## src/rtl/lhc_pkg.sv

```systemverilog
// What this block does
// - Feedback window exit holds balance loop
// - Period error over threshold holds balance loop
// - Phase count change holds balance loop
// - Balance hold time, 100us per count
// - Frequency register bit 15 reads zero
// - Feedback window exit holds frequency loop
// - Phase count change holds frequency loop
// - Voltage step holds frequency loop
// - Frequency hold time, 100us per count
// - Frequency loop runs only when enabled
// - Bits 6:0 give frequency integral gain
// - Period threshold compares absolute deviation, 80ns/count
package lhc_pkg;
    // Core clock and hold time base
    localparam int CLK_PERIOD_NS = 50;
    localparam int CLK_FREQ_KHZ = 20000;
    localparam int HOLD_STEP_US = 100;
    localparam int HOLD_TICK_CYCLES = HOLD_STEP_US * CLK_FREQ_KHZ / 1000;
    localparam int PRE_W = 11;

    // Feedback window, voltage codes are 1 mV per count
    localparam int VOLT_LSB_MV = 1;
    localparam int FB_LOW_MARGIN_MV = 25;
    localparam int FB_HIGH_MARGIN_MV = 20;
    localparam int FB_LOW_MARGIN = FB_LOW_MARGIN_MV / VOLT_LSB_MV;
    localparam int FB_HIGH_MARGIN = FB_HIGH_MARGIN_MV / VOLT_LSB_MV;
    localparam int VOLT_W = 12;

    // Period measurement in core cycles, threshold in 80 ns counts
    localparam int PERIOD_W = 16;
    localparam int THR_W = 7;
    localparam int THR_LSB_NS = 80;
    localparam int PRD_CMP_W = 24;

    // Command codes of the two registers
    localparam logic [7:0] CMD_BALANCE = 8'h31;
    localparam logic [7:0] CMD_FREQ = 8'h32;

    // Balance register fields
    localparam int BAL_FB_BIT = 7;
    localparam int BAL_PRD_BIT = 6;
    localparam int BAL_PHASE_BIT = 5;
    localparam int BAL_STEP_BIT = 4;
    localparam int BAL_DUR_LSB = 0;
    localparam logic [7:0] BAL_RESET = 8'h00;

    // Frequency register fields
    localparam int FRQ_RESV_BIT = 15;
    localparam int FRQ_FB_BIT = 14;
    localparam int FRQ_PHASE_BIT = 13;
    localparam int FRQ_STEP_BIT = 12;
    localparam int FRQ_DUR_LSB = 8;
    localparam int FRQ_EN_BIT = 7;
    localparam int FRQ_GAIN_LSB = 0;
    localparam int GAIN_W = 7;
    localparam int DUR_W = 4;
    localparam logic [14:0] FRQ_RESET = 15'h0000;
    localparam int PHASE_W = 3;
endpackage

```

## src/rtl/lhc_hold_timer.sv

```systemverilog
`timescale 1ns/1ps
// Retriggerable hold timer in 100 us steps
module lhc_hold_timer
    import lhc_pkg::*;
(
    input wire logic core_clk,
    input wire logic rst_b,
    input wire logic trigger, // Level, reloads while high
    input wire logic [DUR_W-1:0] duration,
    output logic hold
);
    logic [DUR_W-1:0] cnt; // Steps left
    logic [DUR_W-1:0] next_cnt;
    logic [PRE_W-1:0] pre; // Cycles inside a step
    logic [PRE_W-1:0] next_pre;
    logic next_hold;

    // Prescaler restarts with each trigger so the first step is whole
    always_comb begin
        next_cnt = cnt;
        next_pre = pre;
        if (trigger) begin
            next_cnt = duration;
            next_pre = '0;
        end else if (cnt != '0) begin
            if (pre == PRE_W'(HOLD_TICK_CYCLES - 1)) begin
                next_pre = '0;
                next_cnt = cnt - 1'b1;
            end else begin
                next_pre = pre + 1'b1;
            end
        end
        next_hold = (next_cnt != '0);
    end

    // State registers
    always_ff @(posedge core_clk or negedge rst_b) begin
        if (!rst_b) begin
            cnt <= '0;
            pre <= '0;
            hold <= 1'b0;
        end else begin
            cnt <= next_cnt;
            pre <= next_pre;
            hold <= next_hold;
        end
    end

    // Helper: hold length since last trigger and duration then loaded
    logic [15:0] len;
    logic [DUR_W-1:0] dur_q;
    always_ff @(posedge core_clk or negedge rst_b) begin
        if (!rst_b) begin
            len <= '0;
            dur_q <= '0;
        end else if (trigger) begin
            len <= '0;
            dur_q <= duration;
        end else if (hold) begin
            len <= len + 1'b1;
        end
    end
endmodule

```

## src/rtl/lhc_loop_hold_control.sv

```systemverilog
`timescale 1ns/1ps
// Loop hold control registers and hold timers
module lhc_loop_hold_control
    import lhc_pkg::*;
(
    input wire logic core_clk,
    input wire logic rst_b,
    // Register port from the serial command engine
    input wire logic [7:0] reg_cmd,
    input wire logic reg_wr,
    input wire logic reg_rd,
    input wire logic [15:0] reg_wdata,
    output logic [15:0] reg_rdata,
    // Loop conditions from the control core
    input wire logic [VOLT_W-1:0] feedback_voltage,
    input wire logic [VOLT_W-1:0] output_reference,
    input wire logic [PERIOD_W-1:0] actual_period,
    input wire logic [PERIOD_W-1:0] configured_period,
    input wire logic [THR_W-1:0] period_error_threshold,
    input wire logic [PHASE_W-1:0] active_phases,
    input wire logic dynamic_voltage_change,
    // Loop controls
    output logic balance_hold,
    output logic freq_hold,
    output logic freq_loop_run,
    output logic [GAIN_W-1:0] freq_loop_integral_gain
);
    // Register address match, shared by write and read paths
    function automatic logic reg_hit(input logic [7:0] cmd,
                                     input logic [7:0] code);
        reg_hit = (cmd == code);
    endfunction

    // Absolute deviation of two periods
    function automatic logic [PERIOD_W-1:0] abs_diff(
        input logic [PERIOD_W-1:0] a, input logic [PERIOD_W-1:0] b);
        abs_diff = (a > b) ? a - b : b - a;
    endfunction

    logic [7:0] bal_reg; // Balance hold control
    logic [7:0] next_bal_reg;
    logic [14:0] frq_reg; // Frequency control, bit 15 not stored
    logic [14:0] next_frq_reg;
    logic [15:0] next_rdata;

    // Register writes and read capture
    always_comb begin
        next_bal_reg = bal_reg;
        next_frq_reg = frq_reg;
        next_rdata = reg_rdata;
        if (reg_wr && reg_hit(reg_cmd, CMD_BALANCE)) begin
            next_bal_reg = reg_wdata[7:0];
        end
        if (reg_wr && reg_hit(reg_cmd, CMD_FREQ)) begin
            next_frq_reg = reg_wdata[14:0];
        end
        if (reg_rd) begin
            if (reg_hit(reg_cmd, CMD_BALANCE)) begin
                next_rdata = {8'h00, bal_reg};
            end else if (reg_hit(reg_cmd, CMD_FREQ)) begin
                next_rdata = {1'b0, frq_reg};
            end else begin
                // Unknown code reads as zero
                next_rdata = 16'h0000;
            end
        end
    end

    // Register storage
    always_ff @(posedge core_clk or negedge rst_b) begin
        if (!rst_b) begin
            bal_reg <= BAL_RESET;
            frq_reg <= FRQ_RESET;
            reg_rdata <= 16'h0000;
        end else begin
            bal_reg <= next_bal_reg;
            frq_reg <= next_frq_reg;
            reg_rdata <= next_rdata;
        end
    end

    // Field views
    logic [DUR_W-1:0] bal_dur;
    logic [DUR_W-1:0] frq_dur;
    logic frq_en;
    assign bal_dur = bal_reg[BAL_DUR_LSB +: DUR_W];
    assign frq_dur = frq_reg[FRQ_DUR_LSB +: DUR_W];
    assign frq_en = frq_reg[FRQ_EN_BIT];

    // Feedback window: 13 bits so the margin sums never wrap
    logic fb_low;
    logic fb_high;
    logic fb_out;
    assign fb_low = ({1'b0, feedback_voltage} + 13'(FB_LOW_MARGIN))
                    < {1'b0, output_reference};
    assign fb_high = {1'b0, feedback_voltage}
                     > ({1'b0, output_reference} + 13'(FB_HIGH_MARGIN));
    assign fb_out = fb_low | fb_high;

    // Period error: both sides scaled to ns, either sign counts
    logic [PERIOD_W-1:0] prd_dev;
    logic [PRD_CMP_W-1:0] prd_dev_ns;
    logic [PRD_CMP_W-1:0] thr_ns;
    logic prd_err;
    assign prd_dev = abs_diff(actual_period, configured_period);
    assign prd_dev_ns = PRD_CMP_W'(prd_dev) * PRD_CMP_W'(CLK_PERIOD_NS);
    assign thr_ns = PRD_CMP_W'(period_error_threshold)
                    * PRD_CMP_W'(THR_LSB_NS);
    assign prd_err = prd_dev_ns > thr_ns;

    // Phase count change, compared with the count one cycle ago
    logic [PHASE_W-1:0] phases_q;
    logic phases_seen; // First sample taken since reset
    logic phase_chg;
    always_ff @(posedge core_clk or negedge rst_b) begin
        if (!rst_b) begin
            phases_q <= '0;
            phases_seen <= 1'b0;
        end else begin
            phases_q <= active_phases;
            phases_seen <= 1'b1;
        end
    end
    // Reset value of the copy is not the pin level, so the first
    // comparison after reset would be a false change; mask it
    assign phase_chg = phases_seen && (active_phases != phases_q);

    // Hold triggers; each stays level so the timer reloads meanwhile
    logic [1:0] trig;
    logic [DUR_W-1:0] dur [2];
    logic [1:0] hold_w;
    always_comb begin
        trig[0] = (bal_reg[BAL_FB_BIT] & fb_out)
                | (bal_reg[BAL_PRD_BIT] & prd_err)
                | (bal_reg[BAL_PHASE_BIT] & phase_chg)
                | (bal_reg[BAL_STEP_BIT] & dynamic_voltage_change);
        trig[1] = (frq_reg[FRQ_FB_BIT] & fb_out)
                | (frq_reg[FRQ_PHASE_BIT] & phase_chg)
                | (frq_reg[FRQ_STEP_BIT] & dynamic_voltage_change);
        dur[0] = bal_dur;
        dur[1] = frq_dur;
    end

    // One retriggerable timer per loop
    genvar gi;
    generate
        for (gi = 0; gi < 2; gi++) begin : g_timer
            lhc_hold_timer u_timer (
                .core_clk(core_clk),
                .rst_b(rst_b),
                .trigger(trig[gi]),
                .duration(dur[gi]),
                .hold(hold_w[gi])
            );
        end
    endgenerate
    assign balance_hold = hold_w[0];
    assign freq_hold = hold_w[1];

    // Frequency loop run gate: held loop keeps its integrator frozen
    logic next_run;
    logic [GAIN_W-1:0] next_gain;
    always_comb begin
        next_run = frq_en & ~hold_w[1];
        next_gain = frq_reg[FRQ_GAIN_LSB +: GAIN_W];
    end

    // Loop control outputs
    always_ff @(posedge core_clk or negedge rst_b) begin
        if (!rst_b) begin
            freq_loop_run <= 1'b0;
            freq_loop_integral_gain <= '0;
        end else begin
            freq_loop_run <= next_run;
            freq_loop_integral_gain <= next_gain;
        end
    end
endmodule

```

## config.mk

```make
export PLATFORM = sky130hd
export DESIGN_NAME = lhc_loop_hold_control
export DESIGN_NICKNAME = d
export VERILOG_FILES = /design/src/rtl/lhc_pkg.sv /design/src/rtl/lhc_hold_timer.sv /design/src/rtl/lhc_loop_hold_control.sv
export SDC_FILE = /design/constraint.sdc
export NUM_CORES = 1
export LEC_CHECK = 0
export BUFFER_PORTS_ARGS = -buffer_cell sky130_fd_sc_hd__buf_2
export CAP_MARGIN = 10
export CORE_UTILIZATION = 64
export CTS_BUF_LIST = sky130_fd_sc_hd__clkbuf_16
export DETAILED_ROUTE_END_ITERATION = 8
export PLACE_DENSITY = 0.95
export REMOVE_ABC_BUFFERS = 1
export SYNTH_ARGS = -nofsm -noshare
export SYNTH_HDL_FRONTEND = slang
export SYNTH_SLANG_ARGS = --single-unit
```

## constraint.sdc

```tcl
create_clock -name core_clk -period 3.1 [get_ports core_clk]
set_input_delay 0.155 -clock core_clk [delete_from_list [all_inputs] [get_ports core_clk]]
set_output_delay 0.155 -clock core_clk [all_outputs]
set_load 0.02 [all_outputs]
```

==> flow_summary_export.csv, run 1 <==
group,metric,value,unit
status,outcome,"stopped before the end",
status,haltStage,"5_1_grt",
status,firstError,"[ERROR GRT-0232] Routing congestion too high. Check the congestion heatmap in the GUI.",
sta,worst-ep-kind,"register input",
synthesis,synthTopCellsByArea,"dfrtp_1 25%, ha_1 20%, inv_1 6.1%, mux2_2 4.5%, a21oi_1 3.9%",
floorplan,ios,121,
global_routing,grt_overflow_total,541,
synthesis,synthesis.area,8250,sq um
clocking,htreeDepth,3,
clocking,cts.sinks,82,
synthesis,synth-edff-count,0,
floorplan,die_w,116,um
place,globalplace.congestion,0.920,
synthesis,synth_commonest_cells,"135 x inv_1, 133 x ha_1, 82 x dfrtp_1",
floorplan,initial_utilization,0.656,
synthesis,synthArstFlopShare,1.00,
synthesis,yosysTopAreaCellShare,0.249,
synthesis,synth_flop_cell,"dfrtp_1",
sta,postGrtWorstEndpoint,"g_timer[0].u_timer.cnt[0]$_DFF_PN0_/D",
synthesis,seq_area_frac_synth,0.249,
clocking,cts_buffers,9,
synthesis,syn_area_per_cell,8.59,sq um
global_routing,gr-usage-all-layers,0.909,
clocking,clockBufferDepth,2,
synthesis,syn_inst,960,
synthesis,yosys.area.top_type,"dfrtp_1",
synthesis,ys_types,69,
global_routing,grt_max_degree,83,
floorplan,rows,41,
synthesis,ys_ff_latch,82,
clocking,cts-root-buf,"clkbuf_16",
floorplan,die_h,116,um
synthesis,synth.most_common_cell,"inv_1",
synthesis,yosysWarnings,0,
place,port_buffers,118,
place,dp_hpwl,18.9,mm
## cell families after synthesis
group,count (synthesis),share of synthesized area
and+or+nand+nor,246,0.142
buffers and inverters,157,0.0736
adders and majority gates,147,0.236
other,2,0.000910
xor gates and xnor gates,67,0.0711
DFF,82,0.249
AOI/OAI and AO/OA,217,0.171
muxes,42,0.0570
## stage by stage
step / util / setup WS (ps) / instances / cell area, sq um / TNS [ps]
global placement: 0.818 / -3340 / 1403 / 10300 / -52520
CTS: 0.887 / -2910 / 1441 / 11200 / -44530
floorplan: - / -3270 / 938 / 8150 / -50000
detailed placement: 0.818 / -3770 / 1403 / 10300 / -59130
## timing repair
action	4_1_cts
buffers inserted	19
resized for setup	79
hold buffers	3
hold endpoints to repair	3
pin swaps	40
endpoints found under the setup margin	16
## routing by layer
| layer | track usage | overflow |
|---|---|---|
| met1 | 0.850 | 4 |
| met2 | 1.14 | 405 |
| met3 | 0.714 | 4 |
| met4 | 1.04 | 127 |
| met5 | 0.289 | 1 |
==> run 2: changes to the inputs <==
- CORE_UTILIZATION: 64 -> 40
- CTS_BUF_LIST: sky130_fd_sc_hd__clkbuf_16 -> unset
- PLACE_DENSITY: 0.95 -> unset
- PLACE_DENSITY_LB_ADDON: unset -> 0.15
==> flow_summary_export.csv, run 2 <==
group,metric,value,unit
critical_path,start_kind,"input port",
floorplan,ios,121,
critical_path,arrival,6100,ps
sta,final-setup-viol-count,16,
sta,setup_ws,-2780,ps
sta,max_clock_freq,170,MHz
power,p_sw_frac,0.409,
critical_path,timing.critical_path.buf_inv,7,
global_routing,gr-usage-all-layers,0.199,
synthesis,yosysWarnings,0,
drt,drc,0,
place,dp_hpwl,15.9,mm
clocking,clockBufferDepth,2,
clocking,cts_tree,"built",
place,placed_cell_area,10400,sq um
cells_and_area,stdcell_count,1551,
place,pre_cts_ws,-3550,ps
critical_path,worst_ep_required_time,3320,ps
sta,period_needed,5880,ps
power,ir_worst_vdd,0.639,mV
cells_and_area,largest_reg_flops,22,
cells_and_area,finalInstanceArea,11500,sq um
synthesis,seq_area_frac_synth,0.249,
power,power.total,0.0106,W
synthesis,ys_ff_latch,82,
drt,vias,7619,
floorplan,floorplan.die_area,21200,sq um
floorplan,die_w,146,um
synthesis,synthTopCellsByArea,"dfrtp_1 25%, ha_1 20%, inv_1 6.1%, mux2_2 4.5%, a21oi_1 3.9%",
synthesis,yosysTopAreaCellShare,0.249,
power,p_sw,0.00432,W
sta,fin_worst_skew,7.34,ps
global_routing,grt_overflow_total,0,
cells_and_area,area_growth,39.0,%
floorplan,die_h,146,um
synthesis,synth-edff-count,0,
sta,whs,0.510,ps
hold_path,min_path_type,"in -> async",
global_routing,antenna_found_initial,0,
global_routing,grt_max_degree,83,
clocking,clock_latency,340,ps
sta,hold_viol,0,
clocking,cts.sinks,82,
global_routing,grt_pass1_wl,35.4,mm
cells_and_area,mostFrequentLayoutCells,"204 x buf_4, 125 x inv_1, 118 x ha_1",
critical_path,cp_slowest_cell,"fa_1",
drt,drt-total-wl,20.0,mm
clocking,htreeDepth,3,
place,port_buffers,118,
cells_and_area,final_common_cell,"buf_4",
sta,finalCritPeriodShare,1.90,
floorplan,core,20200,sq um
critical_path,rr_worst_depth,8,
power,p_int,0.00626,W
critical_path,crit_fanout,7,
sta,slew_headroom,0.318,
floorplan,rows,52,
power,p_leak,5.99,nW
synthesis,syn_inst,960,
critical_path,critPathLaunch,"actual_period[12]",
floorplan,initial_utilization,0.408,
power,power_density,923,nW/um^2
drt,via_per_inst,4.91,
critical_path,path_delay_family,"compound AO/OA/AOI/OAI gates",
critical_path,cp-end-kind,"flop",
power,share_comb_of_total_power,0.762,
global_routing,grt_pass1_vias,7925,
critical_path,r2r-start,"g_timer[1].u_timer.pre[0]",
drt,detail_route.iter0.violations,236,
power,seqPwrFrac,0.124,
place,globalplace.congestion,0.884,
synthesis,synth_flop_cell,"dfrtp_1",
cells_and_area,diodes,0,
sta,tightest_slew,1020,ps
flow_run,maxCapViolations,0,
drt,drtAntennaViolNets,0,
critical_path,worstSetupPathType,"in -> reg",
status,outcome,"finished, violations left",
drt,wl_per_cell,12.9,um
drt,dr.pass1.iters,6,
synthesis,ys_types,69,
clocking,cts_buffers,9,
power,clkPwrFrac,0.114,
synthesis,synthArstFlopShare,1.00,
cells_and_area,drive_above_1_share,0.354,
synthesis,synth.most_common_cell,"inv_1",
place,place_inst,1505,
clocking,clk_pin_slew,60,ps
cells_and_area,nets,1518,
sta,rsz0062_at_grt,"yes",
synthesis,syn_area_per_cell,8.59,sq um
synthesis,synthesis.area,8250,sq um
sta,slew_violations,0,
critical_path,reg2reg_to,"g_timer[1].u_timer.hold",
clocking,cts-root-buf,"clkbuf_16",
critical_path,rrSetupSlack,800,ps
critical_path,slowest_delay,530,ps
synthesis,yosys.area.top_type,"dfrtp_1",
status,violations,"negative setup slack",
synthesis,synth_commonest_cells,"135 x inv_1, 133 x ha_1, 82 x dfrtp_1",
run 2: what timing repair did:
item                                   4_1_cts  5_1_grt
setup endpoints to repair                   16       22
endpoints found under the hold margin        3        0
pin swaps                                   54        4
hold buffers                                 3        0
buffers inserted                            24        4
resized for setup                           89       10
run 2: power by group through the flow:
stage                     sequential [W]  combinational, W  clock, W
final                            0.00131           0.00806   0.00121
after global routing             0.00133           0.00913   0.00128
after CTS                        0.00131           0.00799   0.00123
after detailed placement         0.00133           0.00684         0
after global placement           0.00132           0.00680         0
after floorplan                  0.00133           0.00412         0
run 2: how the worst max path moves through the flow:
stage                     cells past startpoint                         end  slack [ps]
after global placement                       30   g_timer[0].u_timer.pre[9]       -3340
after CTS                                    31   g_timer[0].u_timer.cnt[2]       -2730
final                                        29   g_timer[0].u_timer.cnt[2]       -2780
after detailed placement                     35  g_timer[0].u_timer.pre[10]       -3550
after global routing                         30     g_timer[0].u_timer.hold       -3200
after floorplan                              31   g_timer[0].u_timer.cnt[0]       -3270
run 2: layout make-up:
class,count,area (sq um)
clock buffer,9,225
sequential,82,2050
inverter,135,512
tap,270,338
timing repair buffer,327,2220
multi-input combinational,721,6010
clock inverter,7,116
fill,1828,8760
run 2: metrics by stage:
step | setup TNS [ps] | utilization
final | -43500 | 0.567
after global routing | -50390 | 0.567
after CTS | -42660 | 0.562
after detailed placement | -55670 | 0.515
after global placement | -52840 | 0.515
after floorplan | -50000 | -
run 2: kinds of logic (layout without fill, tap and decap cells):
logic type	after synthesis	in the layout	share of synthesized area
simple gates	246	246	0.142
xor+xnor	67	67	0.0711
mux	42	42	0.0570
fa+ha+maj	147	147	0.236
buf+inv	157	478	0.0736
other cells	2	2	0.000910
compound gates	217	217	0.171
flops	82	82	0.249
run 2: metal layers:
metal | up-vias | global-route usage | share of wire
met3 | 19 | 0.0282 | 0.035
li1 | 3969 | - | -
met5 | - | 0 | 0
met1 | 3521 | 0.246 | 0.45
met2 | 110 | 0.365 | 0.50
met4 | 0 | 0.0453 | 0.012
No activity file was read; power rests on OpenSTA's default activity.
==> run 3: changes to the inputs <==
- ABC_AREA: unset -> 1
==> flow_summary_export.csv, run 3 <==
group,metric,value,unit
status,outcome,"finished, violations left",
status,violations,"negative hold slack, negative setup slack",
floorplan,die_w,150,um
synthesis,yosysWarnings,0,
clocking,clockBufferDepth,2,
drt,drtAntennaViolNets,0,
sta,finalCritPeriodShare,1.68,
synthesis,ys_types,50,
global_routing,grt_overflow_total,0,
floorplan,core,21300,sq um
global_routing,antenna_found_initial,0,
floorplan,rows,53,
cells_and_area,stdcell_count,1868,
sta,rsz0062_at_grt,"yes",
floorplan,floorplan.die_area,22600,sq um
sta,tightest_slew,1030,ps
floorplan,die_h,150,um
sta,fin_worst_skew,11.8,ps
sta,final-setup-viol-count,16,
cells_and_area,area_growth,38.4,%
critical_path,start_kind,"input port",
synthesis,synth.most_common_cell,"nand2_1",
synthesis,yosys.area.top_type,"dfrtp_1",
clocking,cts_buffers,9,
synthesis,yosysTopAreaCellShare,0.233,
sta,slew_headroom,0.315,
critical_path,slowest_delay,540,ps
cells_and_area,diodes,0,
drt,dr.pass1.iters,5,
flow_run,maxCapViolations,0,
cells_and_area,mostFrequentLayoutCells,"251 x nand2_1, 230 x inv_1, 228 x buf_4",
synthesis,synth_flop_cell,"dfrtp_1",
place,place_inst,1812,
drt,drt-total-wl,23.2,mm
synthesis,synth-edff-count,0,
synthesis,synthArstFlopShare,1.00,
global_routing,grt_max_degree,83,
clocking,cts.sinks,82,
clocking,cts_tree,"built",
floorplan,ios,121,
cells_and_area,fillCellCount,1971,
sta,slew_violations,0,
cells_and_area,final_common_cell,"nand2_1",
critical_path,worst_ep_required_time,3320,ps
cells_and_area,nets,1830,
sta,period_needed,5220,ps
cells_and_area,drive_above_1_share,0.294,
power,power_density,908,nW/um^2
critical_path,cp_slowest_cell,"fa_1",
power,p_leak,6.85,nW
synthesis,syn_area_per_cell,7.11,sq um
global_routing,grt_pass1_vias,8798,
global_routing,grt_pass1_wl,39.7,mm
sta,hold_viol,3,
drt,via_per_inst,4.76,
clocking,cts-root-buf,"clkbuf_16",
place,port_buffers,118,
drt,wl_per_cell,12.4,um
synthesis,seq_area_frac_synth,0.233,
synthesis,syn_inst,1240,
power,ir_worst_vdd,0.659,mV
critical_path,worstSetupPathType,"in -> reg",
clocking,htreeDepth,3,
critical_path,cp-end-kind,"flop",
sta,max_clock_freq,192,MHz
drt,detail_route.iter0.violations,384,
clocking,clock_latency,340,ps
critical_path,crit_top_cell,"nand2_2",
critical_path,crit_fanout,5,
place,globalplace.congestion,0.919,
hold_path,min_path_type,"in -> async",
critical_path,arrival,5430,ps
synthesis,synth_commonest_cells,"273 x nand2_1, 243 x inv_1, 133 x ha_1",
place,placed_cell_area,11100,sq um
cells_and_area,finalInstanceArea,12200,sq um
cells_and_area,largest_reg_flops,22,
place,pre_cts_ws,-2750,ps
place,dp_hpwl,18.6,mm
synthesis,ys_ff_latch,82,
drt,vias,8901,
synthesis,synthTopCellsByArea,"dfrtp_1 23%, ha_1 19%, nand2_1 12%, inv_1 10%, xor2_1 5.5%",
drt,drc,0,
sta,whs,-4.93,ps
synthesis,synthesis.area,8820,sq um
clocking,clk_pin_slew,60,ps
global_routing,gr-usage-all-layers,0.215,
floorplan,initial_utilization,0.414,
sta,setup_ws,-2120,ps
run 3: cell types whose count changed after synthesis, sizes merged, moves of 21 or more:
cell,previous run,this run
xnor2,35,14
mux2,34,2
nand3,31,77
inv,135,245
xor2,32,56
nand2,56,284
run 3: power breakdown:
group | total (W) | internal (W) | switching (W)
Sequential | 0.00121 | 0.00114 | 0.0000616
Combinational | 0.00881 | 0.00429 | 0.00452
Clock | 0.00107 | 0.000634 | 0.000440
Total | 0.0111 | 0.00607 | 0.00502
run 3: per-stage QoR:
stage | util | hold WS [ps] | total power [W] | TNS [ps]
floorplan | - | -141 | 0.00575 | -35220
global placement | 0.523 | 291 | 0.00843 | -39200
detailed placement | 0.523 | 294 | 0.00851 | -42420
CTS | 0.561 | 35.6 | 0.0106 | -29890
global route | 0.574 | 44.9 | 0.0123 | -38210
finish | 0.574 | -4.93 | 0.0111 | -32540
run 3: worst max-delay path: cells and delay by family:
family	cells	cell delay (ps)
AND/OR/NAND/NOR	21	2040
buffers and inverters	9	610
adder cells (fa/ha/maj)	6	2000
AO/OA/AOI/OAI	1	270
XOR/XNOR	2	350
run 3: kinds of logic (layout without fill, tap and decap cells):
kind of cell | Yosys count | after routing | synth area share
AND/OR/NAND/NOR | 515 | 515 | 0.256
other | 2 | 2 | 0.000852
adder cells (fa/ha/maj) | 147 | 147 | 0.220
buffers and inverters | 259 | 612 | 0.112
XOR/XNOR | 70 | 70 | 0.0704
AO/OA/AOI/OAI | 163 | 163 | 0.105
multiplexers | 2 | 2 | 0.00255
flip-flops | 82 | 82 | 0.233
run 3: what timing repair did:
| item | 4_1_cts | 5_1_grt |
|---|---|---|
| pin swaps | 48 | 37 |
| hold buffers | 3 | 0 |
| endpoints found under the hold margin | 3 | 0 |
| endpoints found under the setup margin | 16 | 16 |
| gates resized for setup | 56 | 48 |
| setup buffers | 28 | 9 |
run 3: final timing paths:
check	startpoint	to	slack, ps	depth (start not counted)
max	actual_period[10]	g_timer[0].u_timer.hold	-2120	39
min in group core_clk	reg_wdata[9]	frq_reg[9]	50	2
min reg2reg	frq_reg[3]	freq_loop_integral_gain[3]	410	0
max reg2reg	g_timer[0].u_timer.cnt[0]	g_timer[0].u_timer.hold	860	12
min	rst_b	freq_loop_integral_gain[6]	-5	1
max in group asynchronous	rst_b	g_timer[1].u_timer.pre[2]	2440	1
run 3: final cells by class:
type / count / area (sq um) / area share
flip-flops and latches: 82 / 2050 / 0.168
clock buffers: 10 / 229 / 0.0188
inverters: 245 / 932 / 0.0763
repair buffers: 351 / 2380 / 0.195
clock inverters: 6 / 73.8 / 0.00605
well taps: 275 / 344 / 0.0282
multi-input cells: 899 / 6200 / 0.508
run 3: per-layer routing:
metal,wire length [um],global-route usage,up-vias
met4,243,0.0399,0
met2,10400,0.355,155
li1,-,-,4678
met3,753,0.0233,20
met5,0,0,-
met1,11800,0.303,4048
==> run 4: changes to the inputs <==
- CAP_MARGIN: 10 -> 20
- CTS_BUF_LIST: unset -> sky130_fd_sc_hd__clkbuf_4 sky130_fd_sc_hd__clkbuf_8
==> flow_summary_export.csv, run 4 (synthesis gave the netlist of run 3 again) <==
group,metric,value,unit
status,outcome,"finished, violations left",
status,violations,"negative setup slack",
critical_path,start_kind,"input port",
cells_and_area,mostFrequentLayoutCells,"238 x nand2_1, 234 x buf_4, 221 x inv_1",
clocking,clk_pin_slew,90,ps
cells_and_area,final_util,0.583,
clocking,clockBufferDepth,2,
drt,met1_length,11.6,mm
drt,drt-total-wl,23.8,mm
critical_path,crit_top_cell,"nand2_2",
cells_and_area,largest_reg_flops,22,
sta,period_needed,5200,ps
critical_path,cp-end-kind,"flop",
place,globalplace.congestion,0.919,
global_routing,grt_overflow_total,0,
clocking,cts.sinks,82,
global_routing,grt_pass1_vias,8731,
hold_path,min_path_type,"in -> reg",
drt,via_per_inst,4.82,
place,dp_hpwl,18.6,mm
clocking,htreeDepth,3,
cells_and_area,nets,1837,
sta,tightest_slew,606,ps
cells_and_area,fillCellCount,1919,
critical_path,arrival,5440,ps
cells_and_area,final_common_cell,"nand2_1",
drt,drc,0,
drt,highest_layer,"met4",
sta,rsz0062_at_grt,"yes",
sta,slew_violations,0,
power,power_density,941,nW/um^2
floorplan,ios,121,
floorplan,core,21300,sq um
power,p_leak,6.88,nW
critical_path,crit_fanout,5,
drt,wl_per_cell,12.7,um
clocking,cts_buffers,9,
floorplan,floorplan.die_area,22600,sq um
clocking,cts-root-buf,"clkbuf_8",
global_routing,gr-usage-all-layers,0.213,
critical_path,rrSetupSlack,900,ps
cells_and_area,area_growth,40.8,%
cells_and_area,diodes,0,
sta,finalCritPeriodShare,1.68,
sta,hold_viol,0,
sta,max_clock_freq,192,MHz
critical_path,cp_slowest_cell,"fa_1",
floorplan,die_h,150,um
drt,detail_route.iter0.violations,451,
drt,dr.pass1.iters,5,
global_routing,grt_max_degree,83,
flow_run,maxCapViolations,0,
global_routing,antenna_found_initial,0,
floorplan,die_w,150,um
drt,drtAntennaViolNets,0,
global_routing,grt_pass1_wl,39.3,mm
drt,dr_wl_met3,935,um
clocking,cts_tree,"built",
sta,fin_worst_skew,13.7,ps
clocking,clock_latency,350,ps
critical_path,worst_ep_required_time,3340,ps
floorplan,initial_utilization,0.414,
cells_and_area,drive_above_1_share,0.321,
place,port_buffers,118,
critical_path,worstSetupPathType,"in -> reg",
sta,final-setup-viol-count,16,
drt,vias,9043,
drt,met2_wirelength,10.9,mm
power,ir_worst_vdd,0.674,mV
floorplan,rows,53,
sta,slew_headroom,0.594,
sta,setup_ws,-2100,ps
critical_path,slowest_delay,540,ps
place,pre_cts_ws,-2750,ps
==> run 4: cell types whose count changed in the layout (fill, tap and decap cells not counted), moves of 7 or more <==
cell,delta
clkbuf_16,-9
clkbuf_8,+9
inv_1,-9
inv_2,+7
nand2_1,-13
nand2_2,+10
==> run 4: final timing paths <==
path                                                 from  cells past startpoint                    endpoint
worst max-delay path                 configured_period[9]                     38     g_timer[0].u_timer.hold
worst min-delay path                         reg_wdata[9]                      2                  frq_reg[9]
worst max register to register  g_timer[0].u_timer.cnt[0]                     12     g_timer[0].u_timer.hold
worst min register to register                 frq_reg[3]                      0  freq_loop_integral_gain[3]
max in group asynchronous                           rst_b                      3   g_timer[1].u_timer.pre[2]
min in group asynchronous                           rst_b                      2   g_timer[0].u_timer.pre[9]
==> run 4: routing by layer <==
| layer | up-vias | global-route usage |
|---|---|---|
| li1 | 4696 | - |
| met1 | 4124 | 0.301 |
| met2 | 194 | 0.352 |
| met3 | 29 | 0.0236 |
| met4 | 0 | 0.0369 |
| met5 | - | 0 |
==> run 4: report_power, final <==
group	internal, W	leakage [nW]	switching (W)	total (W)
logic	0.00469	5.70	0.00499	0.00969
registers	0.00114	1.08	0.0000616	0.00120
clock network	0.000391	0.105	0.000399	0.000790
==> run 4: area by class of cell <==
cell class	instances	area (sq um)	area share
inverters	245	940	0.0757
well taps	275	344	0.0277
clock inverters	6	73.8	0.00594
clock buffers	10	131	0.0106
repair buffers	358	2480	0.200
flip-flops and latches	82	2050	0.165
multi-input cells	899	6400	0.515
==> run 4: critical path: cells and delay by family <==
| kind | cells | cell delay, ps |
|---|---|---|
| AOI/OAI and AO/OA | 1 | 280 |
| adders and majority gates | 6 | 1900 |
| and+or+nand+nor | 21 | 2130 |
| xor gates and xnor gates | 2 | 370 |
| buffers and inverters | 8 | 600 |
==> run 4: through the flow <==
stage	hold slack, ps	area (sq um)	TNS (ps)	cells	total power [W]
after global placement	291	11100	-39200	1812	0.00843
after detailed placement	294	11100	-42420	1812	0.00851
after global routing	7.38	12400	-36160	1875	0.0129
final	25.4	12400	-32030	1875	0.0117
after floorplan	-141	8760	-35220	1226	0.00575
after CTS	6.84	11800	-29380	1858	0.0103
==> run 4: what timing repair did <==
action | in CTS | in global routing
hold endpoints to repair | 3 | 18
pin swaps | 46 | 39
setup endpoints to repair | 16 | 16
setup buffers | 27 | 15
hold buffers | 3 | 1
gates resized for setup | 55 | 107
